## config.mk

```make
export PLATFORM = sky130hd
export DESIGN_NAME = sensor_matrix_change_scanner
export DESIGN_NICKNAME = d
export VERILOG_FILES = /design/src/hdl/scanner_pkg.sv /design/src/hdl/sensor_matrix_change_scanner.sv
export VERILOG_INCLUDE_DIRS = /design/src /design/src/hdl
export SDC_FILE = /design/constraint.sdc
export NUM_CORES = 1
export LEC_CHECK = 0
export ABC_AREA = 1
export BUFFER_PORTS_ARGS = -buffer_cell sky130_fd_sc_hd__buf_4
export CAP_MARGIN = 10
export CORE_ASPECT_RATIO = 0.6
export CORE_MARGIN = 3
export CORE_UTILIZATION = 60
export CTS_BUF_LIST = sky130_fd_sc_hd__clkbuf_16
export CTS_CLUSTER_SIZE = 28
export DETAILED_ROUTE_END_ITERATION = 10
export PLACE_DENSITY = 0.78
export SETUP_SLACK_MARGIN = 0.02
export SLEW_MARGIN = 15
export SYNTH_ARGS = -nofsm -noshare
export SYNTH_HDL_FRONTEND = slang
export SYNTH_SLANG_ARGS = --single-unit
```

## constraint.sdc

```tcl
create_clock -name hclk -period 3.6 [get_ports hclk]
set_input_delay 0 -clock hclk [delete_from_list [all_inputs] [get_ports hclk]]
set_output_delay 0 -clock hclk [all_outputs]
set_load 0.01 [all_outputs]
```

## src/hdl/scanner_cfg.svh

```systemverilog
/*
 * Constants of the sensor matrix change scanner: register offsets, field
 * positions, reset values and timing counts.
 * Assumes inclusion by bare name from the package and the design file.
 */
`ifndef SCANNER_CFG_SVH
`define SCANNER_CFG_SVH

// Matrix geometry and change-word store depth.
`define ROW_COUNT 16
`define COL_COUNT 8
`define FIFO_DEPTH 40

// Byte addresses of the register words.
`define ADDR_DATA 8'h00
`define ADDR_STATUS 8'h04
`define ADDR_CONTROL 8'h08
`define ADDR_DELAY 8'h0C

// Status word bit positions.
`define STAT_FULL_BIT 0
`define STAT_NONEMPTY_BIT 1
`define STAT_FIFO_FULL_BIT 2
`define STAT_PRIMING_BIT 3

// Control word: bit 0 enables scanning.
`define CTRL_ENABLE_BIT 0
`define CTRL_RESET 1'b1

// Row settle time before the columns are sampled.
`define CLK_MHZ 100
`define SETTLE_NS 100
`define SETTLE_CYCLES ((`SETTLE_NS * `CLK_MHZ + 999) / 1000)

`endif

```

## src/hdl/scanner_pkg.sv

```systemverilog
/*
 * Types shared by the sensor matrix change scanner.
 * Assumes scanner_cfg.svh is on the include path.
 */
package scanner_pkg;
    `include "scanner_cfg.svh"

    // One change word: present state on top, then row and column.
    typedef struct packed {
        logic state;
        logic [3:0] row;
        logic [2:0] col;
    } change_word_type;

    // Scan sequencer states, one-hot.
    typedef enum logic [5:0] {
        ST_SELECT = 6'h01,
        ST_SETTLE = 6'h02,
        ST_COMPARE = 6'h04,
        ST_BIT = 6'h08,
        ST_SVC_FULL = 6'h10,
        ST_SVC = 6'h20
    } scan_state_type;
endpackage : scanner_pkg

```

## src/hdl/sensor_matrix_change_scanner.sv

```systemverilog
/*
 * Sensor matrix change scanner with an AHB-Lite register slave.
 * Scans 16 rows of 8 switch sensors, reports changes as change words
 * through a one-word output buffer backed by a circular store.
 * Assumes an external 4-to-16 active-low row decoder, pulled-up column
 * returns synchronous to hclk, and a single AHB-Lite master.
 */
`include "scanner_cfg.svh"
// Notes on behaviour
// - Selected row low, closed sensor reads low.
// - 16x8 matrix, 4-bit row, 8 columns parallel.
// - XOR present row with previous row.
// - 16-byte previous map, updated after compare.
// - Reset clears state, then primes whole map.
// - Each change becomes one byte to buffer.
// - Buffer busy: change word goes to store; here every change word goes to the store, and the buffer loads only from it.
// - Store is circular with in/out pointers.
// - Non-empty bit/pin, full flag on pin.
// - Move oldest word during service when buffer is clear.
// - Column counter zero unless row changed.
// - Row and column form the coordinate.
// - Service between successive bit tests.
// - Unchanged row: one service, then next row.
// - Wrap row pointer after whole matrix.
// - Full store stalls until buffer clears.
// - Drain until store empty or buffer full.
// - Present state in change word top bit.
// - Loading sets full flag; master read clears.
module sensor_matrix_change_scanner #(
    parameter int DEPTH = `FIFO_DEPTH
) (
    input wire logic hclk,
    input wire logic hresetn,
    input wire logic hsel,
    input wire logic [7:0] haddr,
    input wire logic [1:0] htrans,
    input wire logic hwrite,
    input wire logic [2:0] hsize,
    input wire logic [31:0] hwdata,
    input wire logic hready,
    output logic [31:0] hrdata,
    output logic hreadyout,
    output logic hresp,
    output logic [3:0] row_select,
    input wire logic [7:0] column_in,
    output logic fifo_nonempty_pin,
    output logic word_ready_pin
);
    import scanner_pkg::*;

    localparam int PW = $clog2(DEPTH + 1);

    // Sequencer and scan registers.
    scan_state_type state, next_state;
    logic [4:0] row, next_row; // Five bits so a finished pass is visible.
    logic [3:0] col, next_col; // Counts 8 down to 0 inside a changed row.
    logic [7:0] diff, next_diff; // Compare result of the current row.
    logic [7:0] present, next_present; // Column value just sampled.
    logic priming, next_priming; // High while the map is first filled.
    logic [7:0] wait_cnt, next_wait_cnt;
    // Previous-scan map and circular change-word store.
    logic [7:0] map [0:`ROW_COUNT-1];
    change_word_type fifo_mem [0:DEPTH-1];
    logic [PW-1:0] wr_ptr, next_wr_ptr, rd_ptr, next_rd_ptr, count, next_count;
    // Output buffer and its full flag.
    change_word_type output_data_buffer, next_buffer;
    logic output_full_flag, next_full;
    // Software controls.
    logic enable, next_enable;
    logic [7:0] delay, next_delay;
    // Bus data-phase capture.
    logic wr_pend, next_wr_pend;
    logic [7:0] wr_addr, next_wr_addr;
    logic [31:0] next_hrdata;
    // Strobes computed combinationally.
    logic push, pop, map_we, master_read;
    change_word_type push_word;

    // Address phase of a valid transfer.
    wire logic take = hsel && hready && htrans[1];

    // Bus side: read data is registered at the address phase, so a data
    // read consumes the buffer at that edge; writes land in the data phase.
    always_comb begin
        next_wr_pend = take && hwrite;
        next_wr_addr = take ? haddr : wr_addr;
        next_enable = enable;
        next_delay = delay;
        next_hrdata = hrdata;
        master_read = take && !hwrite && haddr == `ADDR_DATA;
        if (take && !hwrite) begin
            case (haddr)
                `ADDR_DATA: next_hrdata = {24'h000000, output_data_buffer};
                `ADDR_STATUS: begin
                    next_hrdata = 32'h00000000;
                    next_hrdata[`STAT_FULL_BIT] = output_full_flag;
                    next_hrdata[`STAT_NONEMPTY_BIT] = count != '0;
                    next_hrdata[`STAT_FIFO_FULL_BIT] = count == PW'(DEPTH);
                    next_hrdata[`STAT_PRIMING_BIT] = priming;
                end
                `ADDR_CONTROL: next_hrdata = {31'h00000000, enable};
                `ADDR_DELAY: next_hrdata = {24'h000000, delay};
                default: next_hrdata = 32'h00000000; // Unmapped reads as zero.
            endcase
        end
        if (wr_pend) begin
            // Unmapped writes are ignored, still with an OKAY answer.
            if (wr_addr == `ADDR_CONTROL) begin
                next_enable = hwdata[`CTRL_ENABLE_BIT];
            end else if (wr_addr == `ADDR_DELAY) begin
                next_delay = hwdata[7:0];
            end
        end
    end

    // Bus registers; the slave never inserts wait states.
    always_ff @(posedge hclk or negedge hresetn) begin
        if (!hresetn) begin
            wr_pend <= 1'b0;
            wr_addr <= 8'h00;
            enable <= `CTRL_RESET;
            delay <= 8'(`SETTLE_CYCLES);
            hrdata <= 32'h00000000;
            hreadyout <= 1'b0;
            hresp <= 1'b0;
        end else begin
            wr_pend <= next_wr_pend;
            wr_addr <= next_wr_addr;
            enable <= next_enable;
            delay <= next_delay;
            hrdata <= next_hrdata;
            hreadyout <= 1'b1;
            hresp <= 1'b0;
        end
    end

    // Scan sequencer, store and buffer management.
    always_comb begin
        next_state = state;
        next_row = row;
        next_col = col;
        next_diff = diff;
        next_present = present;
        next_priming = priming;
        next_wait_cnt = wait_cnt;
        push = 1'b0;
        pop = 1'b0;
        map_we = 1'b0;
        push_word = '0;
        case (state)
            ST_SELECT: begin
                if (row == 5'(`ROW_COUNT)) begin
                    next_row = 5'h00;
                    next_priming = 1'b0;
                end else if (enable) begin
                    next_wait_cnt = delay;
                    next_state = ST_SETTLE;
                end
            end
            ST_SETTLE: begin
                // The row line stands a while before columns are trusted.
                if (wait_cnt == 8'h00) begin
                    next_state = ST_COMPARE;
                end else begin
                    next_wait_cnt = wait_cnt - 8'h01;
                end
            end
            ST_COMPARE: begin
                map_we = 1'b1;
                next_present = column_in;
                next_diff = column_in ^ map[row[3:0]];
                if (priming) begin
                    next_row = row + 5'h01;
                    next_state = ST_SELECT;
                end else if ((column_in ^ map[row[3:0]]) == 8'h00) begin
                    next_col = 4'h0;
                    next_state = ST_SVC_FULL;
                end else begin
                    next_col = 4'(`COL_COUNT);
                    next_state = ST_BIT;
                end
            end
            ST_BIT: begin
                // Service guarantees a free slot before each bit test.
                next_col = col - 4'h1;
                if (diff[col[2:0] - 3'h1]) begin
                    push = 1'b1;
                    push_word.state = present[col[2:0] - 3'h1];
                    push_word.row = row[3:0];
                    push_word.col = col[2:0] - 3'h1;
                end
                next_state = ST_SVC_FULL;
            end
            ST_SVC_FULL: begin
                if (count != PW'(DEPTH)) begin
                    next_state = ST_SVC;
                end else if (!output_full_flag) begin
                    pop = 1'b1;
                    next_state = ST_SVC;
                end
            end
            ST_SVC: begin
                if (count == '0 || output_full_flag) begin
                    if (col != 4'h0) begin
                        next_state = ST_BIT;
                    end else begin
                        next_row = row + 5'h01;
                        next_state = ST_SELECT;
                    end
                end else begin
                    pop = 1'b1;
                end
            end
            default: next_state = ST_SELECT;
        endcase
        // Pointer bookkeeping; both pointers wrap at the store top.
        next_wr_ptr = push ? ((wr_ptr == PW'(DEPTH - 1)) ? '0 : wr_ptr + 1'b1) : wr_ptr;
        next_rd_ptr = pop ? ((rd_ptr == PW'(DEPTH - 1)) ? '0 : rd_ptr + 1'b1) : rd_ptr;
        next_count = count + PW'(push) - PW'(pop);
        next_buffer = pop ? fifo_mem[rd_ptr] : output_data_buffer;
        // A load in the same cycle as a master read keeps the flag set.
        next_full = pop ? 1'b1 : (master_read ? 1'b0 : output_full_flag);
    end

    // Sequencer registers; the previous-state map is not reset but filled by priming.
    always_ff @(posedge hclk or negedge hresetn) begin
        if (!hresetn) begin
            state <= ST_SELECT;
            row <= 5'h00;
            col <= 4'h0;
            diff <= 8'h00;
            present <= 8'h00;
            priming <= 1'b1;
            wait_cnt <= 8'h00;
            wr_ptr <= '0;
            rd_ptr <= '0;
            count <= '0;
            output_data_buffer <= '0;
            output_full_flag <= 1'b0;
            row_select <= 4'h0;
            fifo_nonempty_pin <= 1'b0;
            word_ready_pin <= 1'b0;
        end else begin
            state <= next_state;
            row <= next_row;
            col <= next_col;
            diff <= next_diff;
            present <= next_present;
            priming <= next_priming;
            wait_cnt <= next_wait_cnt;
            wr_ptr <= next_wr_ptr;
            rd_ptr <= next_rd_ptr;
            count <= next_count;
            output_data_buffer <= next_buffer;
            output_full_flag <= next_full;
            row_select <= next_row[3:0];
            fifo_nonempty_pin <= next_count != '0;
            word_ready_pin <= next_full;
        end
    end

    // Array storage, written only from the strobes above.
    always_ff @(posedge hclk) begin
        if (map_we) begin
            map[row[3:0]] <= column_in;
        end
        if (push) begin
            fifo_mem[wr_ptr] <= push_word;
        end
    end
endmodule : sensor_matrix_change_scanner

```

---- Word level (Yosys, flattened, before mapping) ----
Memory sizes are Yosys's and may differ from the RTL's. A register that Yosys moved wholly into a read port is not among the register bits.
Cells that the tools add are included.
cells by class
  $lt $le $gt $ge ......................... 1
  equal/unequal tests ..................... 26
  mux-type cells .......................... 44
  reduce and logical (&&, ||, !) cells .... 26
  add/subtract/negate cells ............... 8
  bitwise operators ....................... 2
operator list
  operator             number
  $mux 6               8
  $mux 8               5
  $pmux 6 s6           1
  $eq 8x4->1 const B   4
  $pmux 8 s4           1
  $mux 5               6
  $eq 6x6->1 const B   4
  $logic_not 8->1      3
  $ne 2x2->1 const B   9
  $pmux 8 s2           1
  $pmux 5 s3           1
  $mux 1               14
  $add 6x1->6 const B  2
  $mux 4               3
  $reduce_bool 6->1    2
  $reduce_and 5->1     2
  $eq 8x3->1 const B   1
  $pmux 4 s2           1
  $sub 8x1->8 const B  1
  $xor 8x8->8          1
  $add 6x1->6          1
  $bmux 1 s3           2
  $eq 6x1->1 const B   1
  $eq 6x2->1 const B   1
  23 further kinds     32
storage, ports and cells
  input bits .............................. 58
  logic and storage cells ................. 128
  memories ................................ 2
  RAM bits ................................ 448
  flip-flop bits (word level) ............. 111
memories
  memory    words  width  read ports  clocked after memory_dff  wr ports  line                                text
  fifo_mem  40     8      1           1                         1         sensor_matrix_change_scanner.sv:63  change_word_type fifo_mem [0:DEPTH-1];
  map       16     8      1           0                         1         sensor_matrix_change_scanner.sv:62  logic [7:0] map [0:`ROW_COUNT-1];

---- Depth between registers and ports, before layout ----
Gate-level depths: netlist of run 1.
  depth after elaboration ................. 8
  gate-level depth with buffers ........... 21
  gate-level depth less buffers ........... 20

---- Worst setup path before layout of run 1 ----
OpenSTA, ideal clock, no wires.
  kind .................................... register to register
  from .................................... register col[0]
  to ...................................... register fifo_nonempty_pin
  cell stages (with the launch flop) ...... 22
  buffers on the path ..................... 1
  data required time ...................... 3.475 ns
  data arrival time ....................... 3.106 ns
  path slack .............................. 0.369 ns
  clock period less this slack ............ 3.231 ns
  cells stage by stage .................... dfrtp_1 clkinv_1 ha_1 inv_1 nor2_1 o21ai_0 a21oi_1 nand2_1 nand2_2 inv_2 buf_6 ha_1 inv_1 ha_1 inv_1 fa_1 inv_1 a21oi_1 o21ai_0 xor2_1 nor2_1 nand2_1
between the ends
  cells in the longest elaborated chain, start to end .. 8
RTL lines
  what                          line                                 text
  start, declared               sensor_matrix_change_scanner.sv:56   logic [3:0] col, next_col;
  start signal, assigned        sensor_matrix_change_scanner.sv:246  col <= next_col;
  $sub 3x1->3                   sensor_matrix_change_scanner.sv:186  if (diff[col[2:0] - 3'h1]) begin
  $bmux 1 s3                    sensor_matrix_change_scanner.sv:186
  $mux 1 (implied by the code)  sensor_matrix_change_scanner.sv:186
  $mux 1                        sensor_matrix_change_scanner.sv:186
  $mux 1                        sensor_matrix_change_scanner.sv:150  case (state)
  $add 6x1->6                   sensor_matrix_change_scanner.sv:219  next_count = count + PW'(push) - PW'(pop);
  $sub 6x1->6                   sensor_matrix_change_scanner.sv:219
  net next_count[4]             sensor_matrix_change_scanner.sv:64   logic [PW-1:0] wr_ptr, next_wr_ptr, rd_ptr, next_rd_ptr, count, next_count;
  $reduce_bool 6->1             sensor_matrix_change_scanner.sv:257  fifo_nonempty_pin <= next_count != '0;
  end signal, assigned          sensor_matrix_change_scanner.sv:241  fifo_nonempty_pin <= 1'b0;
  end signal, assigned          sensor_matrix_change_scanner.sv:257
  end, declared                 sensor_matrix_change_scanner.sv:46   output logic fifo_nonempty_pin,
The timed path passes the listed nets, and every way through them passes these cells. The select of a mux whose other input is x is not followed.
A chain may end at the register's enable or synchronous reset.

---- Final worst setup path of run 1 ----
Same ends and word-level chain as after synthesis.

==> out/metrics.cfg, run 1 <==
[status]
status = complete, no violations

[floorplan]
initial_core_util = 0.613
ios = 98
die_width_um = 260
dieArea_mm2 = 0.0412
rows = 55
chipHeight_um = 158
coreArea_mm2 = 0.0379

[placed_design]
io_buffers = 44
gp_congestion = 0.928
place_area_mm2 = 0.0242
dp_hpwl_um = 34600

[critical_path]
rr_startpoint = col[0]
reg2reg_slack_ns = 0.31
critPathArrivalTime_ns = 3.73
end_kind = flip-flop
r2r_cells = 20
start_kind = flip-flop
crit_path_max_fanout = 7
critPathKind = flip-flop to flip-flop
r2r-end = fifo_nonempty_pin
required_ns = 4.05

[pwr]
p_total_uw = 14600
p_sw_uw = 3980
pwr_density_cell_mw_per_mm2 = 560
p_int_uw = 10600
ir_drop_uv = 476
sw_frac_of_total = 0.272
clockPowerShare = 0.345
leakagePower_uw = 0.0107
pwr-share-comb = 0.160
p_seq_frac = 0.495

[timing]
holdWs_ns = 0.00246
clock_skew_ns = 0.0317
setup_viol = 0
finalHoldViolations = 0
fin_crit_sh = 0.913
worstMarginPinSlew_ns = 1.03
slew_headroom = 0.309
fin_crit_ns = 3.29
fmax_mhz = 304
fin_tns_setup_ns = 0
rsz0062_at_grt = false
drv_slew = 0

[clocking]
cts_buffers = 47
clk_pin_slew_ns = 0.07
cts.sinks = 543
clockRootBuffer = clkbuf_16
h-tree-depth = 2
cts_tree = yes
clock_latency_ns = 0.58
clock_path_buffers = 3

[final_layout]
design_area_mm2 = 0.0260
final_layout_size_suffix_gt1_frac = 0.0995
final_util = 0.687
multi_input_area_mm2 = 0.00615
seqCellArea_mm2 = 0.0158
n_fill_cell = 2582
syn_to_final_growth_pct = 12.1
final_nets = 2283

[global_routing]
met3_usage = 0.0734
grtUsageMet1 = 0.420
grt_pass1_wl_um = 87300
antenna_found_initial = 1
gr-max-usage-layer = met1
use_met2 = 0.407
grt_pass1_vias = 15437
grt_usage = 0.278
grt.overflow.total = 0
grt_max_degree = 93

[routing]
antenna_left = 0
dr.pass1.iters = 6
viasPerCell = 5.94
drc_errors = 0
wl_um = 56500
drt_iter0_markers = 2479
wl_per_cell_um = 20.5
via_count = 16381

[yosys]
synth_ff_type = edfxtp_1
yosysWarnings = 0
syn_inst = 2116
ys_seq_area_frac = 0.682
synth_cell_type_count = 47
async_flop_share = 0.175
synth_area_per_cell_um2 = 11.0
synth-seq-cells = 543
synth_edf_count = 448
syn_area_mm2 = 0.0232

[run]
drv_cap = 0

[hold_path]
hp-class = input pin to async pin

## how the worst max path moves through the flow
stage / startpoint / end / slack [ns] / cells after the start
floorplan: col[0] / fifo_nonempty_pin / 0.37 / 21
global placement: col[0] / fifo_nonempty_pin / 0.34 / 20
detailed placement: col[0] / fifo_nonempty_pin / 0.23 / 20
CTS: col[0] / fifo_nonempty_pin / 0.21 / 20
global route: col[0] / fifo_nonempty_pin / 0.06 / 20
finish: col[0] / fifo_nonempty_pin / 0.31 / 20
## per-stage QoR
| stage | worst slack (ns) | std cells |
|---|---|---|
| after floorplan | 0.369 | 2140 |
| after global routing | 0.0562 | 2755 |
| after CTS | 0.213 | 2754 |
| after detailed placement | 0.235 | 2642 |
| final | 0.312 | 2756 |
| after global placement | 0.341 | 2642 |
## worst max-delay path: stages, from the launching register on
cell and delay, ns:
dfrtp_1 0.36, clkinv_1 0.12, ha_4 0.32, inv_1 0.09
nor2_1 0.14, o21ai_0 0.12, a21oi_1 0.14, nand2_1 0.12
nand2_4 0.10, inv_2 0.06, ha_1 0.27, inv_1 0.05
ha_1 0.14, inv_1 0.07, fa_1 0.44, inv_1 0.09
a21oi_1 0.06, o21ai_0 0.19, xor2_1 0.11, nor2_1 0.11
nand2_1 0.07
## flip-flops by register name, summed over array words and instances, names as in the netlist, 6 cells and up
register	cells
fifo_mem	320
map	128
delay	8
diff	8
hrdata	8
output_data_buffer	8
present	8
wait_cnt	8
wr_addr	8
count	6
rd_ptr	6
state	6
wr_ptr	6
## power by group through the flow
stage	registers (uW)	logic, uW	clock network, uW
after floorplan	7290	1620	0
after global placement	7330	2110	0
after detailed placement	7350	2200	0
after CTS	7220	2250	5080
after global routing	7250	2610	5340
final	7230	2330	5040
## layout by cell type, fill, tap and decap left out, types with 5 or more instances in the layout
| cell | instances |
|---|---|
| a21oi_1 | 22 |
| a31oi_1 | 11 |
| buf_4 | 116 |
| bufinv_16 | 5 |
| clkbuf_16 | 49 |
| clkinv_1 | 14 |
| clkinv_2 | 6 |
| conb_1 | 26 |
| dfrtp_1 | 87 |
| dfstp_2 | 5 |
| dlygate4sd3_1 | 26 |
| edfxtp_1 | 448 |
| ha_1 | 18 |
| inv_1 | 194 |
| inv_2 | 7 |
| nand2_1 | 373 |
| nand3_1 | 96 |
| nand4_1 | 24 |
| nor2_1 | 322 |
| nor2_2 | 10 |
| nor3_1 | 10 |
| nor4_1 | 5 |
| o211ai_1 | 7 |
| o21ai_0 | 222 |
| o221ai_1 | 43 |
| o22ai_1 | 44 |
| xor2_1 | 14 |
## metal layers
metal	up-vias	wire, um
met5	-	13
met4	2	1060
met3	113	7140
met2	964	24000
met1	7874	24300
li1	7428	-
## what timing repair did
item	in CTS	in global routing
hold buffers	26	0
setup endpoints to repair	0	3
gates resized for setup	0	4
endpoints found under the hold margin	215	0
buffers inserted	0	1
## final cells by class
type                       instances  share of cell area
multi-input combinational       1277               0.236
sequential                       543               0.608
tap                              513              0.0246
timing repair buffer             143              0.0442
clock inverter                    37              0.0116
clock buffer                      49              0.0471
antenna                            1           0.0000961
inverter                         193              0.0279
## synthesized netlist by cell type (all sizes together), types with 2 or more instances
| cell | count | area [um2] |
|---|---|---|
| dfrtp | 90 | 2250 |
| clkinv | 6 | 22.5 |
| xnor2 | 3 | 26.3 |
| o211ai | 7 | 52.6 |
| o221ai | 43 | 377 |
| nor2 | 334 | 1280 |
| xor2 | 14 | 123 |
| o21ai | 222 | 1110 |
| conb | 2 | 7.51 |
| nor3 | 11 | 60.1 |
| o22ai | 44 | 275 |
| edfxtp | 448 | 13500 |
| or2 | 2 | 12.5 |
| inv | 187 | 702 |
| ha | 19 | 238 |
| buf | 61 | 394 |
| nor4 | 6 | 52.6 |
| nand2 | 375 | 1410 |
| nand4 | 24 | 150 |
| nor3b | 2 | 20.0 |
| nand3b | 2 | 15.0 |
| a221oi | 2 | 17.5 |
| clkbuf | 66 | 248 |
| mux2 | 2 | 22.5 |
| a31oi | 11 | 68.8 |
| dfstp | 5 | 131 |
| nand3 | 99 | 510 |
| a21oi | 22 | 110 |
## logic make-up after synthesis
kind of cell               Yosys count  share of synthesized area
and+or+nand+nor                    855                      0.151
DFF                                543                      0.682
AOI/OAI and AO/OA                  357                     0.0890
buffers and inverters              320                     0.0588
adders and majority gates           20                     0.0111
xor gates and xnor gates            17                    0.00641
other                                2                   0.000323
muxes                                2                   0.000970
No activity file was read; power rests on OpenSTA's default activity.
==> inputs of run 2 (changes only) <==
--- a/config.mk
+++ b/config.mk
@@ -15,6 +15,7 @@
 export CTS_BUF_LIST = sky130_fd_sc_hd__clkbuf_16
 export CTS_CLUSTER_SIZE = 28
 export DETAILED_ROUTE_END_ITERATION = 10
+export MAX_ROUTING_LAYER = met4
 export PLACE_DENSITY = 0.78
 export SETUP_SLACK_MARGIN = 0.02
 export SLEW_MARGIN = 15
==> run 2 against run 1 <==
Register-to-register slack hardly changed. Clock power hardly changed. Total power hardly changed. Critical path depth stayed put. Non-clock buffer count stayed put. Global-route usage is 0.88 points higher. Final cell count stayed put. Routed wire length hardly changed. Via count is 0.67% lower. Design area stayed put. Largest power group unchanged.
==> out/metrics.cfg, run 2 (synthesized netlist as in run 1, its figures left out) <==
[status]
status = complete, no violations

[hold_path]
hp-class = input pin to async pin

[final_layout]
final_layout_size_suffix_gt1_frac = 0.0995  ; unchanged
largest_register = fifo_mem
layout_commonest_cell = edfxtp_1
final_cell_mix = edfxtp_1, nand2_1, nor2_1
design_area_mm2 = 0.0260  ; unchanged
syn_to_final_growth_pct = 12.1  ; unchanged
final_nets = 2283  ; unchanged
largest_reg_flops = 320  ; unchanged

[timing]
rsz0062_at_grt = false
drv_slew = 0  ; unchanged
fin_crit_ns = 3.27  ; -0.0145 ns
clock_skew_ns = 0.0263  ; -0.00539 ns
worstMarginPinSlew_ns = 1.02  ; -0.00808 ns
fin_crit_sh = 0.909  ; -0.00401
fin_tns_setup_ns = 0  ; unchanged
setup_viol = 0  ; unchanged
slew_headroom = 0.315  ; +0.00541
finalHoldViolations = 0  ; unchanged
fmax_mhz = 305  ; +0.44%

[global_routing]
grt.overflow.total = 0  ; unchanged
grt_usage = 0.287  ; +0.00883
antenna_found_initial = 1  ; unchanged
grt_max_degree = 93  ; unchanged
grt_pass1_wl_um = 87400  ; about the same
grt_pass1_vias = 15426  ; -0.071%

[clocking]
cts.sinks = 543  ; unchanged
cts_buffers = 47  ; unchanged
h-tree-depth = 2  ; unchanged
clockRootBuffer = clkbuf_16
clock_path_buffers = 3  ; unchanged
cts_tree = yes
clk_pin_slew_ns = 0.07  ; about the same
clock_latency_ns = 0.58  ; about the same

[placed_design]
gp_congestion = 0.945  ; +1.8%
io_buffers = 44  ; unchanged
dp_hpwl_um = 34600  ; unchanged
place_area_mm2 = 0.0242  ; unchanged

[routing]
wl_per_cell_um = 20.5  ; about the same
viasPerCell = 5.90  ; -0.67%
via_count = 16272  ; -0.67%
drt_iter0_markers = 2413  ; -2.7%
drc_errors = 0  ; unchanged
wl_um = 56500  ; about the same
antenna_left = 0  ; unchanged
dr.pass1.iters = 5  ; -1

[critical_path]
reg2reg_slack_ns = 0.33  ; about the same
critPathArrivalTime_ns = 3.72  ; about the same
end_kind = flip-flop
r2r_cells = 20  ; unchanged
crit_path_max_fanout = 7  ; unchanged
r2r-end = fifo_nonempty_pin
critPathKind = flip-flop to flip-flop
required_ns = 4.04  ; about the same
start_kind = flip-flop
rr_startpoint = col[0]

[pwr]
leakagePower_uw = 0.0107  ; unchanged
pwr_density_cell_mw_per_mm2 = 560  ; about the same
ir_drop_uv = 479  ; +0.72%

[floorplan]
coreArea_mm2 = 0.0379  ; unchanged
initial_core_util = 0.613  ; unchanged
dieArea_mm2 = 0.0412  ; unchanged
chipHeight_um = 158  ; unchanged
rows = 55  ; unchanged
ios = 98  ; unchanged
die_width_um = 260  ; unchanged

[run]
drv_cap = 0  ; unchanged

==> run 2: cell counts in the layout (fill, tap and decap cells not counted) <==
No cell type changed its count.
==> run 2: cell type report <==
type | count | area [um2]
multi-input cells | 1277 | 6150
inverters | 193 | 727
clock inverters | 37 | 302
repair buffers | 143 | 1150
fillers | 2584 | 11900
flip-flops and latches | 543 | 15800
clock buffers | 49 | 1230
diodes | 1 | 2.50
well taps | 513 | 642
==> run 2: layer usage <==
layer | up-vias | track usage | routed length (um)
met3 | 115 | 0.0699 | 7410
met1 | 7749 | 0.423 | 24000
li1 | 7419 | - | -
met2 | 989 | 0.406 | 24000
met4 | 0 | 0.0653 | 1060
met5 | - | - | 0
==> run 2: worst max-delay path by stage <==
stage / from / to / slack, ns / cells after the start
4_1_cts: col[0] / fifo_nonempty_pin / 0.21 / 20
3_5_place_dp: col[0] / fifo_nonempty_pin / 0.23 / 20
5_1_grt: col[0] / fifo_nonempty_pin / 0.05 / 20
2_1_floorplan: col[0] / fifo_nonempty_pin / 0.37 / 21
6_report: col[0] / fifo_nonempty_pin / 0.33 / 20
3_3_place_gp: col[0] / fifo_nonempty_pin / 0.34 / 20
==> run 2: worst max-delay path: stages (launching register included) <==
cell      delay [ns]
dfrtp_1         0.36
clkinv_1        0.12
ha_4            0.32
inv_1           0.09
nor2_1          0.13
o21ai_0         0.10
a21oi_1         0.14
nand2_1         0.12
nand2_4         0.10
inv_2           0.06
ha_1            0.27
inv_1           0.05
ha_1            0.14
inv_1           0.07
fa_1            0.44
inv_1           0.09
a21oi_1         0.06
o21ai_0         0.19
xor2_1          0.12
nor2_1          0.11
nand2_1         0.07
==> run 2: report_power, final <==
group	switching, uW	internal, uW
Sequential	192	7030
Clock	2210	2820
Combinational	1560	762
Total	3960	10600
==> run 2: timing repair <==
action	4_1_cts	5_1_grt
endpoints found under the hold margin	215	0
gates resized for setup	0	4
setup endpoints to repair	0	3
buffers inserted	0	1
hold buffers	26	0
==> run 2: metrics by stage <==
stage	setup WS [ns]	hold WS [ns]	total power, uW	instances	util
after floorplan	0.369	-0.296	8910	2140	-
after global placement	0.341	0.0618	9440	2642	0.639
after detailed placement	0.235	0.0738	9540	2642	0.639
after CTS	0.213	0.00137	14600	2754	0.686
after global routing	0.0521	0.0559	15200	2756	0.687
final	0.326	0.000739	14600	2756	0.687
